[config.mk]
export PLATFORM = sky130hd
export DESIGN_NAME = aofc_output_frame_control
export DESIGN_NICKNAME = d
export VERILOG_FILES = /design/src/aofc_pkg.sv /design/src/aofc_fifo.sv /design/src/aofc_output_frame_control.sv
export SDC_FILE = /design/constraint.sdc
export NUM_CORES = 1
export LEC_CHECK = 0
export ABC_AREA = 1
export BUFFER_PORTS_ARGS = -buffer_cell sky130_fd_sc_hd__buf_2
export CAP_MARGIN = 40
export CORE_UTILIZATION = 45
export DETAILED_ROUTE_END_ITERATION = 8
export PLACE_DENSITY_LB_ADDON = 0.25
export SLEW_MARGIN = 0
export SYNTH_ARGS = -nofsm -noshare
export SYNTH_HDL_FRONTEND = slang
export SYNTH_SLANG_ARGS = --single-unit
[constraint.sdc]
create_clock -name clk -period 39.1 [get_ports clk]
set_clock_uncertainty 0.2 [all_clocks]
set_input_delay 3.91 -clock clk [delete_from_list [all_inputs] [get_ports clk]]
set_output_delay 3.91 -clock clk [all_outputs]
set_load 0.05 [all_outputs]
[src/aofc_pkg.sv]
// Constants and register layout for the output frame control block
package aofc_pkg;

  // Register bus
  localparam int          AOFC_ADDR_W      = 8;
  localparam logic [7:0]  AOFC_CTL_ADDR    = 8'h10;
  localparam logic [7:0]  AOFC_STAT_ADDR   = 8'h40;

  // Control register field positions
  localparam int          AOFC_TAG_BIT     = 14;
  localparam int          AOFC_SUP_LSB     = 12;
  localparam int          AOFC_INP_LSB     = 10;
  localparam int          AOFC_RNG_BIT     = 8;
  localparam int          AOFC_PAR_BIT     = 3;
  localparam int          AOFC_VAL_LSB     = 0;

  // Reset values of the writable fields
  localparam logic        AOFC_TAG_RST     = 1'b0;
  localparam logic [1:0]  AOFC_SUP_RST     = 2'h0;
  localparam logic [1:0]  AOFC_INP_RST     = 2'h0;
  localparam logic        AOFC_RNG_RST     = 1'b0;
  localparam logic        AOFC_PAR_RST     = 1'b0;
  localparam logic [2:0]  AOFC_VAL_RST     = 3'h0;

  // Status register field positions
  localparam int          AOFC_ST_STAGE    = 0;
  localparam int          AOFC_ST_BUSY     = 1;
  localparam int          AOFC_ST_LVL_LSB  = 4;

  // Frame geometry
  localparam int          AOFC_DATA_W      = 16;
  localparam int          AOFC_FRAME_MAX   = 30;
  localparam int          AOFC_LEN_W       = 5;
  localparam int          AOFC_FIFO_DEPTH  = 8;

  // Output value selections
  localparam logic [2:0]  AOFC_VAL_ZERO    = 3'h4;
  localparam logic [2:0]  AOFC_VAL_ONE     = 3'h5;
  localparam logic [2:0]  AOFC_VAL_ALT     = 3'h6;
  localparam logic [15:0] AOFC_PAT_ZERO    = 16'h0000;
  localparam logic [15:0] AOFC_PAT_ONE     = 16'hFFFF;
  localparam logic [15:0] AOFC_PAT_ALT     = 16'h5555;
  localparam logic [15:0] AOFC_PAT_PAIR    = 16'h3333;

endpackage : aofc_pkg

[src/aofc_fifo.sv]
// Frame FIFO with valid and ready on both sides
`timescale 1ns/1ps
module aofc_fifo #(
  parameter int WIDTH = 35,
  parameter int DEPTH = 8
) (
  // Clock and reset
  input  wire logic             clk,
  input  wire logic             sys_rst,
  // Fill side
  input  wire logic             in_valid,
  output logic                  in_ready,
  input  wire logic [WIDTH-1:0] in_data,
  // Drain side
  output logic                  out_valid,
  input  wire logic             out_ready,
  output logic [WIDTH-1:0]      out_data,
  // Fill level
  output logic [$clog2(DEPTH+1)-1:0] level
);

  localparam int AW = (DEPTH > 1) ? $clog2(DEPTH) : 1;
  localparam int CW = $clog2(DEPTH + 1);

  typedef struct packed {
    logic [DEPTH-1:0][WIDTH-1:0] mem;
    logic [AW-1:0]               wr_ptr;
    logic [AW-1:0]               rd_ptr;
    logic [CW-1:0]               count;
  } aofc_fifo_st_t;

  aofc_fifo_st_t st_q;
  aofc_fifo_st_t st_d;
  logic          push;
  logic          pop;

  function automatic logic [AW-1:0] bump(input logic [AW-1:0] p);
    bump = (p == AW'(DEPTH - 1)) ? '0 : AW'(p + 1'b1);
  endfunction : bump

  assign in_ready  = (st_q.count != CW'(DEPTH));
  assign out_valid = (st_q.count != '0);
  assign out_data  = st_q.mem[st_q.rd_ptr];
  assign level     = st_q.count;
  assign push      = in_valid && in_ready;
  assign pop       = out_valid && out_ready;

  always_comb begin
    st_d = st_q;
    if (push) begin
      st_d.mem[st_q.wr_ptr] = in_data;
      st_d.wr_ptr           = bump(st_q.wr_ptr);
    end
    if (pop) begin
      st_d.rd_ptr = bump(st_q.rd_ptr);
    end
    if (push && !pop) begin
      st_d.count = CW'(st_q.count + 1'b1);
    end else if (pop && !push) begin
      st_d.count = CW'(st_q.count - 1'b1);
    end
  end

  always_ff @(posedge clk or posedge sys_rst) begin
    if (sys_rst) begin
      st_q <= '0;
    end else begin
      st_q <= st_d;
    end
  end

endmodule : aofc_fifo

[src/aofc_output_frame_control.sv]
// Output frame builder, control register and serial sender
//
// Notes on behaviour
// Control bit 14 set appends the 4-bit device tag to every frame.
// Bits 13-12 pick supply alarm flags appended: none, high, low, or both.
// Bits 11-10 pick input alarm flags appended: none, high, low, or both.
// Control bit 8 set appends the current 4-bit input range code.
// Control bit 3 set appends two parity bits at the frame's end.
// First parity bit makes even parity over the data word alone.
// Second parity bit makes even parity over whole frame except first parity.
// Value select top bit clear sends the real conversion result.
// Selects 100/101/110/111 send zeros, ones, 0101 pattern, 0011 pattern.
// Reserved control bits, including 31-16, are read-only and read zero.
// Writable fields reset to zero; parity enable cleared by power-on only.
// Frame is data word, appended fields in fixed order, parity bits last.
`timescale 1ns/1ps
module aofc_output_frame_control
  import aofc_pkg::*;
#(
  parameter int DATA_W     = AOFC_DATA_W,
  parameter int FIFO_DEPTH = AOFC_FIFO_DEPTH
) (
  // Clock and resets
  input  wire logic                   clk,
  input  wire logic                   sys_rst,
  input  wire logic                   app_rst,
  // Register port
  input  wire logic [AOFC_ADDR_W-1:0] reg_addr,
  input  wire logic [31:0]            reg_wdata,
  input  wire logic                   reg_wr,
  input  wire logic                   reg_rd,
  output logic [31:0]                 reg_rdata,
  // Conversion results
  input  wire logic                   conv_valid,
  input  wire logic [DATA_W-1:0]      conv_data,
  output logic                        conv_ready,
  // Live settings and alarm flags
  input  wire logic [3:0]             device_tag,
  input  wire logic [3:0]             range_code,
  input  wire logic                   supply_alarm_high,
  input  wire logic                   supply_alarm_low,
  input  wire logic                   input_alarm_high,
  input  wire logic                   input_alarm_low,
  // Serial frame output
  output logic                        serial_out_lanes,
  output logic                        serial_out_valid,
  output logic                        serial_out_last,
  input  wire logic                   host_ready
);

  // Longest frame: data, tag, four alarm flags, range code, parity pair
  localparam int FW = DATA_W + 14;
  localparam int LW = $clog2(FW + 1);
  localparam int EW = FW + LW;
  localparam int CW = $clog2(FIFO_DEPTH + 1);

  typedef struct packed {
    logic        device_tag_append;
    logic [1:0]  supply_alarm_append_sel;
    logic [1:0]  input_alarm_append_sel;
    logic        range_code_append;
    logic        parity_append_enable;
    logic [2:0]  output_value_select;
  } aofc_ctl_t;

  typedef struct packed {
    aofc_ctl_t   ctl;
    logic        stage_valid;
    logic [FW-1:0] stage_word;
    logic [LW-1:0] stage_len;
    logic        conv_ready;
    logic        busy;
    logic [FW-1:0] shift;
    logic [LW-1:0] remain;
    logic        sdo;
    logic        sdo_valid;
    logic        sdo_last;
    logic [31:0] rdata;
  } aofc_st_t;

  aofc_st_t      st_q;
  aofc_st_t      st_d;

  logic          fifo_in_ready;
  logic          fifo_out_valid;
  logic          fifo_out_ready;
  logic [EW-1:0] fifo_out_data;
  logic [CW-1:0] fifo_level;

  // Places k bits of v, MSB first, right after the len bits already held
  function automatic logic [FW-1:0] add_bits(
    input logic [FW-1:0] acc,
    input logic [LW-1:0] len,
    input logic [3:0]    v,
    input logic [2:0]    k
  );
    logic [FW-1:0] r;
    int            pos;
    r = acc;
    for (int i = 0; i < 4; i++) begin
      if (i < int'(k)) begin
        pos = FW - 1 - int'(len) - i;
        r[pos] = v[int'(k) - 1 - i];
      end
    end
    add_bits = r;
  endfunction : add_bits

  // Data word by value select
  function automatic logic [DATA_W-1:0] pick_value(
    input logic [2:0]        sel,
    input logic [DATA_W-1:0] raw
  );
    logic [DATA_W-1:0] v;
    v = raw;
    if (sel[2]) begin
      case (sel)
        AOFC_VAL_ZERO: v = DATA_W'(AOFC_PAT_ZERO);
        AOFC_VAL_ONE:  v = DATA_W'(AOFC_PAT_ONE);
        AOFC_VAL_ALT:  v = DATA_W'(AOFC_PAT_ALT);
        default:       v = DATA_W'(AOFC_PAT_PAIR);
      endcase
    end
    pick_value = v;
  endfunction : pick_value

  // Alarm pair by select code: 01 high only, 10 low only, 11 high then low
  function automatic logic [2:0] alarm_len(input logic [1:0] sel);
    logic [2:0] n;
    case (sel)
      2'h0:    n = 3'h0;
      2'h3:    n = 3'h2;
      default: n = 3'h1;
    endcase
    alarm_len = n;
  endfunction : alarm_len

  function automatic logic [3:0] alarm_bits(
    input logic [1:0] sel,
    input logic       hi,
    input logic       lo
  );
    logic [3:0] b;
    b = 4'h0;
    case (sel)
      2'h1:    b = {3'h0, hi};
      2'h2:    b = {3'h0, lo};
      2'h3:    b = {2'h0, hi, lo};
      default: b = 4'h0;
    endcase
    alarm_bits = b;
  endfunction : alarm_bits

  // Frame builder
  logic [DATA_W-1:0] value_word;
  logic [FW-1:0]     frame_word;
  logic [LW-1:0]     frame_len;
  logic              data_parity;
  logic              frame_parity;

  always_comb begin
    value_word  = pick_value(st_q.ctl.output_value_select, conv_data); // see R08
    frame_word  = '0;
    frame_word[FW-1 -: DATA_W] = value_word;
    frame_len   = LW'(DATA_W);
    // Live flags and codes ride with the sample, not with the later send
    if (st_q.ctl.device_tag_append) begin
      frame_word = add_bits(frame_word, frame_len, device_tag, 3'h4);
      frame_len  = LW'(frame_len + 4'h4);
    end

    // Supply flags, high before low
    if (st_q.ctl.supply_alarm_append_sel != 2'h0) begin
      frame_word = add_bits(frame_word, frame_len,
                            alarm_bits(st_q.ctl.supply_alarm_append_sel,
                                       supply_alarm_high, supply_alarm_low),
                            alarm_len(st_q.ctl.supply_alarm_append_sel));
      frame_len  = LW'(frame_len + alarm_len(st_q.ctl.supply_alarm_append_sel));
    end

    // Input flags, high before low
    if (st_q.ctl.input_alarm_append_sel != 2'h0) begin
      frame_word = add_bits(frame_word, frame_len,
                            alarm_bits(st_q.ctl.input_alarm_append_sel,
                                       input_alarm_high, input_alarm_low),
                            alarm_len(st_q.ctl.input_alarm_append_sel));
      frame_len  = LW'(frame_len + alarm_len(st_q.ctl.input_alarm_append_sel));
    end

    if (st_q.ctl.range_code_append) begin
      frame_word = add_bits(frame_word, frame_len, range_code, 3'h4);
      frame_len  = LW'(frame_len + 4'h4);
    end

    // Unused tail bits are zero, so the whole-word xor covers only the frame
    data_parity  = ^value_word;
    frame_parity = ^frame_word;
    // Parity pair closes the frame
    if (st_q.ctl.parity_append_enable) begin
      frame_word = add_bits(frame_word, frame_len,
                            {2'h0, data_parity, frame_parity}, 3'h2); // see R05
      frame_len  = LW'(frame_len + 2'h2);
    end
  end

  // Frames are queued so a slow host stalls conversions, not drops them
  aofc_fifo #(
    .WIDTH (EW),
    .DEPTH (FIFO_DEPTH)
  ) u_fifo (
    .clk       (clk),
    .sys_rst   (sys_rst),
    .in_valid  (st_q.stage_valid),
    .in_ready  (fifo_in_ready),
    .in_data   ({st_q.stage_word, st_q.stage_len}),
    .out_valid (fifo_out_valid),
    .out_ready (fifo_out_ready),
    .out_data  (fifo_out_data),
    .level     (fifo_level)
  );

  assign fifo_out_ready = !st_q.busy;

  // Control register read view; reserved positions stay zero
  function automatic logic [31:0] ctl_view(input aofc_ctl_t c);
    logic [31:0] r;
    r = 32'h0000_0000;
    r[AOFC_TAG_BIT]             = c.device_tag_append;
    r[AOFC_SUP_LSB +: 2]        = c.supply_alarm_append_sel;
    r[AOFC_INP_LSB +: 2]        = c.input_alarm_append_sel;
    r[AOFC_RNG_BIT]             = c.range_code_append;
    r[AOFC_PAR_BIT]             = c.parity_append_enable;
    r[AOFC_VAL_LSB +: 3]        = c.output_value_select;
    ctl_view = r;
  endfunction : ctl_view

  // Status read view: stage held, sender busy, FIFO level
  function automatic logic [31:0] status_view(
    input logic          stage,
    input logic          busy,
    input logic [CW-1:0] level
  );
    logic [31:0] r;
    r = 32'h0000_0000;
    r[AOFC_ST_STAGE]         = stage;
    r[AOFC_ST_BUSY]          = busy;
    r[AOFC_ST_LVL_LSB +: CW] = level;
    status_view = r;
  endfunction : status_view

  // Written word to fields; reserved positions are simply not stored
  function automatic aofc_ctl_t ctl_from_word(input logic [31:0] w);
    aofc_ctl_t c;
    c.device_tag_append       = w[AOFC_TAG_BIT];
    c.supply_alarm_append_sel = w[AOFC_SUP_LSB +: 2];
    c.input_alarm_append_sel  = w[AOFC_INP_LSB +: 2];
    c.range_code_append       = w[AOFC_RNG_BIT];
    c.parity_append_enable    = w[AOFC_PAR_BIT];
    c.output_value_select     = w[AOFC_VAL_LSB +: 3];
    ctl_from_word = c;
  endfunction : ctl_from_word

  // Application reset clears all but parity enable, which only power-on clears
  function automatic aofc_ctl_t ctl_app_clear(input aofc_ctl_t c);
    aofc_ctl_t r;
    r                         = c;
    r.device_tag_append       = AOFC_TAG_RST;
    r.supply_alarm_append_sel = AOFC_SUP_RST;
    r.input_alarm_append_sel  = AOFC_INP_RST;
    r.range_code_append       = AOFC_RNG_RST;
    r.output_value_select     = AOFC_VAL_RST;
    ctl_app_clear = r;
  endfunction : ctl_app_clear

  always_comb begin
    st_d = st_q;

    // Register writes; application reset wins over a same-cycle write
    if (reg_wr && (reg_addr == AOFC_CTL_ADDR)) begin
      st_d.ctl = ctl_from_word(reg_wdata);
    end
    if (app_rst) begin
      st_d.ctl = ctl_app_clear(st_d.ctl);
    end

    // Register reads, data valid in the following cycle only
    st_d.rdata = 32'h0000_0000;
    if (reg_rd) begin
      if (reg_addr == AOFC_CTL_ADDR) begin
        st_d.rdata = ctl_view(st_q.ctl);
      end else if (reg_addr == AOFC_STAT_ADDR) begin
        st_d.rdata = status_view(st_q.stage_valid, st_q.busy, fifo_level);
      end
    end

    // Stage: one built frame waiting for FIFO space
    if (st_q.stage_valid && fifo_in_ready) begin
      st_d.stage_valid = 1'b0;
    end
    if (conv_valid && st_q.conv_ready) begin
      st_d.stage_valid = 1'b1;
      st_d.stage_word  = frame_word;
      st_d.stage_len   = frame_len;
    end
    // Registered ready costs one bubble after every take but keeps the port flop-driven
    st_d.conv_ready = !st_d.stage_valid;

    // Serial sender, MSB first, one bit per accepted cycle
    // Length travels with the frame, so a control write never reshapes a queued one
    st_d.sdo_valid = 1'b0;
    st_d.sdo_last  = 1'b0;
    if (!st_q.busy) begin
      if (fifo_out_valid) begin
        st_d.busy   = 1'b1;
        st_d.shift  = fifo_out_data[EW-1 -: FW];
        st_d.remain = fifo_out_data[LW-1:0];
      end
    end else if (host_ready) begin
      st_d.sdo       = st_q.shift[FW-1];
      st_d.sdo_valid = 1'b1;
      st_d.sdo_last  = (st_q.remain == LW'(1));
      st_d.shift     = {st_q.shift[FW-2:0], 1'b0};
      st_d.remain    = LW'(st_q.remain - 1'b1);
      st_d.busy      = (st_q.remain != LW'(1));
    end
  end

  always_ff @(posedge clk or posedge sys_rst) begin
    if (sys_rst) begin
      st_q                          <= '0;
      // Only power-on clears parity enable
      st_q.ctl.parity_append_enable <= AOFC_PAR_RST;
      st_q.conv_ready               <= 1'b1;
    end else begin
      st_q <= st_d;
    end
  end

  assign reg_rdata        = st_q.rdata;
  assign conv_ready       = st_q.conv_ready;
  assign serial_out_lanes = st_q.sdo;
  assign serial_out_valid = st_q.sdo_valid;
  assign serial_out_last  = st_q.sdo_last;

endmodule : aofc_output_frame_control

==> implementation parameters, run 1 <==
Parameter                              Value

Logic synthesis
  Count of synthesis-stage warnings from yosys    0
  Seq/Total Area, Yosys    40.7%
  List of most frequent post-synthesis cells    nand2_1 (959), o21ai_0 (416), dfrtp_1 (389)
  Synth Register Bits    390
  Synth Instances    3,359
  Cell variety after synth    53
  Post-synthesis async set-or-reset flop share    100%
  Largest area contributor in the synthesized netlist    dfrtp_1
  Number of synthesized flops with an enable pin    0
  Largest cells by area after synthesis    dfrtp_1 (41%), nand2_1 (15%), o21ai_0 (8.7%)
  Cell area after synthesis    24,000 µm²
  Post-Synthesis Mean Instance Area    7.14 µm²
  Portion of synthesized cell area occupied by the leading cell type    40.6%
  Main synth FF type    dfrtp_1
  Most common cell in the synthesized netlist    nand2_1

Job
  Max-cap viol count    0

Hold path
  HP Start    serial_out_lanes
  HP Class    register to register

Clocking
  Worst-case clock buffer depth    3
  Num Clock Sinks    390
  Clock Latency Late Sink    550 ps
  TritonCTS clock tree    built
  Gates resized, CTS repair    0
  Total of hold buffers inserted after clock tree synthesis    0
  TritonCTS buffer count    38
  Setup fix buffers added after clock tree synthesis    0
  Cell at the root of the clock tree    clkbuf_16
  CTS clock-pin slew for the worst setup and hold paths    60 ps
  Number of H-tree levels    2

Setup path
  Slowest Stage Delay on Critical Path    670 ps
  Sort of element at the start of the critical path    register
  Critical path class    register to register
  Arrival time reported for the critical path endpoint    7850 ps
  Worst R2R Start    st_q[116]
  Cell at the slowest stage of the critical path    ha_1
  CP Data Required Time    39,330 ps
  Top fanout value on the critical path    16
  Cell repeated most along the worst path    nand2_1
  Capturing element type of the critical path    register
  First element of the critical path    st_q[116]

Timing
  Post-layout min period    7620 ps
  Number of slew-limit violations in the final report    0
  Smallest setup slack after layout    31,480 ps
  # setup viols final    0
  Unrepaired setup endpoints after global routing    no
  Final critical-path share of the clock period    19.5%
  Final count of hold timing violations    0
  Remaining max-slew budget at the tightest pin    37.4%
  Transition at the pin with the smallest max-transition slack    940 ps
  Total Negative Setup Slacks    0 ps
  Achievable clock frequency    0.131 GHz

Die
  Effective utilization at floorplan    45.6%
  Placeable Area    52,700 µm²
  Vert. Die Dim    233 µm
  Num rows    84
  Total die area    54,300 µm²
  Count of boundary I/O pins    111
  Horizontal die dimension    233 µm

Placed design
  Weighted congestion reported at the end of routability-driven placement    0.976
  Sum of net half-perimeters after detailed placement    46.7 mm
  Number of instances in the placed design    3,964
  Number of port buffers    70
  Post-DP Area    24,700 µm²
  Worst setup slack after placement    31,130 ps

Drt
  Total wire length after detailed routing    70.5 mm
  Final antenna-violating net count    0
  DRC violation count after routing    0
  Detailed-route vias per instance    5.51
  Routed len/inst    17.5 µm
  Via total after detailed routing    22.2k
  Violation count after the first detailed-routing iteration    2,401
  Number of iterations in the first detailed-routing pass    6

Cells and area
  Final cell count without fillers    4,031
  Area used by multi-input combinational logic    12,200 µm²
  Filler instances    5,311
  Final Cell Area    25,900 µm²
  FF/Latch Area    9770 µm²
  Final nets    3,436
  Fraction of final layout cells with drive strength greater than 1    7.15%
  Area Overhead vs Synth    8.00%

GRT
  All-layer global routing usage    26.2%
  Remaining Overflow, GRT    0
  Wire length of the first global-routing pass    113 mm
  Pin count of the biggest net entering global routing    112
  Antenna violations before repair    0
  Via count of the first global-routing pass    20.6k

Power
  Overall power    1440 µW
  Worst IR Drop VDD    0.0386 mV
  Total power per unit cell area    55.6 nW/µm²
  Leakage power figure    0.0128 µW

Status
  Outcome    finished clean
==> power breakdown <==
| part | switching (µW) | leakage, µW | internal (µW) |
|---|---|---|---|
| Sequential | 81.6 | 0.00514 | 529 |
| Clock | 152 | 0.000608 | 207 |
| Combinational | 308 | 0.00704 | 163 |
==> flip-flops by register name, summed over array words and instances (netlist names) <==
signal / flops
st_q: 82
u_fifo.level: 4
serial_out_valid: 1
u_fifo.st_q: 286
serial_out_last: 1
conv_ready: 1
reg_rdata: 14
serial_out_lanes: 1
==> logic make-up after synthesis <==
group           count (synthesis)  share of synthesized area [%]
mux                            51                           2.13
other cells                     1                         0.0156
xor+xnor                       25                          0.913
simple gates                 1582                           27.2
compound gates                743                           17.8
buf+inv                       522                           8.91
fa+ha+maj                      45                           2.41
flops                         390                           40.7
==> cells in the final DEF, fill, tap and decap left out, types with 26 or more instances in the layout <==
cell type	Yosys	final
nand2_1	959	958
o21ai_0	416	416
dfrtp_1	389	387
nor2_1	318	318
inv_1	288	287
nand3_1	218	214
a21oi_1	130	130
o221ai_1	74	74
buf_2	7	71
mux2i_1	51	51
ha_1	43	43
clkbuf_16	0	39
nand4_1	26	26
o211ai_1	26	26
==> metrics by stage <==
stage               util (%)  hold WS (ps)
floorplan                  -           242
global placement        46.6           259
detailed placement      46.9           265
CTS                     49.2           281
global route            49.2           295
finish                  49.2           275
==> metal layers <==
| metal | vias to the layer above | share of wire [%] | track usage, % |
|---|---|---|---|
| met5 | - | 0 | 0 |
| met2 | 721 | 45 | 42.2 |
| met3 | 124 | 6.4 | 3.26 |
| met1 | 10400 | 46 | 36.8 |
| met4 | 0 | 2.5 | 7.54 |
| li1 | 10900 | - | - |
==> final timing paths <==
| kind | endpoint | slack [ps] | cells past startpoint |
|---|---|---|---|
| min in group asynchronous | u_fifo.st_q[220] | 3300 | 2 |
| hold / removal | serial_out_lanes | 270 | 2 |
| setup / recovery | st_q[77] | 31480 | 37 |
| hold reg to reg | serial_out_lanes | 270 | 2 |
| setup reg to reg | st_q[77] | 31480 | 37 |
| max in group asynchronous | st_q[62] | 33370 | 5 |
==> area by class of cell <==
type	count	share of cell area, %
flip-flops and latches	390	37.7
inverters	320	4.67
multi-input cells	2464	47.0
well taps	688	3.32
diodes	1	0.00966
clock inverters	11	0.352
repair buffers	102	2.60
clock buffers	55	4.35
==> critical path, delay by kind of cell, from the launching register on <==
family          cells  cell delay, ps
simple gates       22            2610
fa+ha+maj           5            1950
buf+inv             7            1070
compound gates      2             900
flops               1             400
xor+xnor            1             360
Note: power is estimated with default switching activity, not from simulation.
==> inputs of run 2 (changes only) <==
- clock period: 39.1 -> 6.3 ns (I/O delays scaled with it)
==> implementation parameters, run 2 (synthesis results as in run 1) <==
Parameter                              Value

Timing
  Final count of hold timing violations    0
  Final critical-path share of the clock period    91.7%
  Remaining max-slew budget at the tightest pin    31.1%
  Tightest hold margin    164 ps
  # setup viols final    0
  Post-layout min period    5780 ps
  Transition at the pin with the smallest max-transition slack    1030 ps
  Number of slew-limit violations in the final report    0
  Total Negative Setup Slacks    0 ps
  Unrepaired setup endpoints after global routing    no
  Achievable clock frequency    0.173 GHz

Drt
  Total wire length after detailed routing    71.9 mm
  Violation count after the first detailed-routing iteration    2,534
  Detailed-route vias per instance    5.53
  Routed len/inst    17.7 µm
  Final antenna-violating net count    0
  DRC violation count after routing    0
  Via total after detailed routing    22.5k
  Number of iterations in the first detailed-routing pass    6

Clocking
  Cell at the root of the clock tree    clkbuf_16
  CTS clock-pin slew for the worst setup and hold paths    60 ps
  TritonCTS clock tree    built
  Clock Latency Late Sink    540 ps
  Worst-case clock buffer depth    3
  Num Clock Sinks    390
  TritonCTS buffer count    39
  Number of H-tree levels    2

Power
  Total power per unit cell area    348 nW/µm²
  Leakage power figure    0.0130 µW
  Worst IR Drop VDD    0.200 mV

Cells and area
  Biggest register    u_fifo.st_q
  Filler instances    5,332
  Most common cell after layout, fill and taps aside    nand2_1
  Diode count    0
  Area used by multi-input combinational logic    12,300 µm²
  FF/Latch Area    9770 µm²
  Most frequent cells in the layout    nand2_1 (950), o21ai_0 (415), dfrtp_1 (386), nor2_1 (313), inv_1 (286)
  Final nets    3,461
  Flip-flop count of the largest register, all copies and words added    286
  Fraction of final layout cells with drive strength greater than 1    8.63%
  Area Overhead vs Synth    9.83%

Setup path
  Capturing element type of the critical path    register
  Cell at the slowest stage of the critical path    dfrtp_1
  Worst R2R Start    st_q[115]
  Critical path class    register to register
  Sort of element at the start of the critical path    register
  Slowest Stage Delay on Critical Path    410 ps
  Cell repeated most along the worst path    nand2_1
  Arrival time reported for the critical path endpoint    5990 ps
  CP Data Required Time    6510 ps
  Number of cell instances on the worst register-to-register path    35
  Worst r2r dst    st_q[106]
  First element of the critical path    st_q[115]
  Slack of the worst reg-to-reg path    520 ps
  Worst setup endpoint    st_q[106]
  Top fanout value on the critical path    29

Placed design
  Number of port buffers    70
  Weighted congestion reported at the end of routability-driven placement    0.972
  Sum of net half-perimeters after detailed placement    46.7 mm

Die
  Vert. Die Dim    233 µm
  Total die area    54,300 µm²
  Num rows    84
  Placeable Area    52,700 µm²
  Effective utilization at floorplan    45.6%
  Horizontal die dimension    233 µm
  Count of boundary I/O pins    111

Hold path
  Worst Hold Depth    3
  HP Class    input port to register
  HP Start    reg_wdata[1]

GRT
  Remaining Overflow, GRT    0
  All-layer global routing usage    26.4%
  Pin count of the biggest net entering global routing    186
  Antenna violations before repair    0
  Wire length of the first global-routing pass    114 mm
  Via count of the first global-routing pass    20.6k

Status
  Outcome    finished clean

Job
  Max-cap viol count    0
==> run 2: how the worst min path moves through the flow <==
stage	slack (ps)	to
after detailed placement	260	serial_out_lanes
after global routing	170	st_q[109]
final	160	st_q[109]
after floorplan	240	serial_out_lanes
after CTS	140	st_q[109]
after global placement	260	u_fifo.st_q[81]
==> run 2: critical path, delay by kind of cell (launching register included) <==
kind	cells	cell delay, ps
XOR/XNOR	1	260
adder cells (fa/ha/maj)	4	1260
buffers and inverters	7	1020
flip-flops	1	410
AND/OR/NAND/NOR	23	2520
==> run 2: power breakdown <==
part           total, µW  switching, µW  leakage, µW  internal [µW]
Combinational       2900           1890      0.00717           1010
Sequential          3810            525      0.00514           3280
Clock               2470            961     0.000685           1510
Total               9180           3380       0.0130           5800
==> run 2: per-stage QoR <==
step                      power [µW]  util [%]  instances  setup WS (ps)  instance area, µm²
final                           9180      50.1       4059            521               26400
after detailed placement        6730      47.1       3980            468               24800
after floorplan                 5900         -       3376            225               24100
after global placement          6650      47.0       3978            486               24800
after CTS                       9240      49.7       4052            424               26200
after global routing            9820      50.1       4059           4.96               26400
==> run 2: layout make-up <==
class,instances,area share [%]
clock inverter,12,0.703
clock buffer,59,4.53
sequential,390,37.1
multi-input combinational,2464,46.6
timing repair buffer,126,3.24
inverter,320,4.58
tap,688,3.27
==> run 2: what timing repair did <==
action / in CTS / in global routing
resized for setup: 0 / 30
setup buffers: 0 / 7
hold buffers: 1 / 0
endpoints found under the setup margin: 0 / 30
endpoints found under the hold margin: 2 / 0
==> run 2: metal layers <==
| layer | GRT usage, % | routed length [µm] | vias to the layer above |
|---|---|---|---|
| met3 | 2.79 | 4350 | 132 |
| met5 | 0 | 0 | - |
| met1 | 37.2 | 33000 | 10600 |
| li1 | - | - | 11000 |
| met2 | 42.4 | 32600 | 713 |
| met4 | 8.07 | 1880 | 0 |
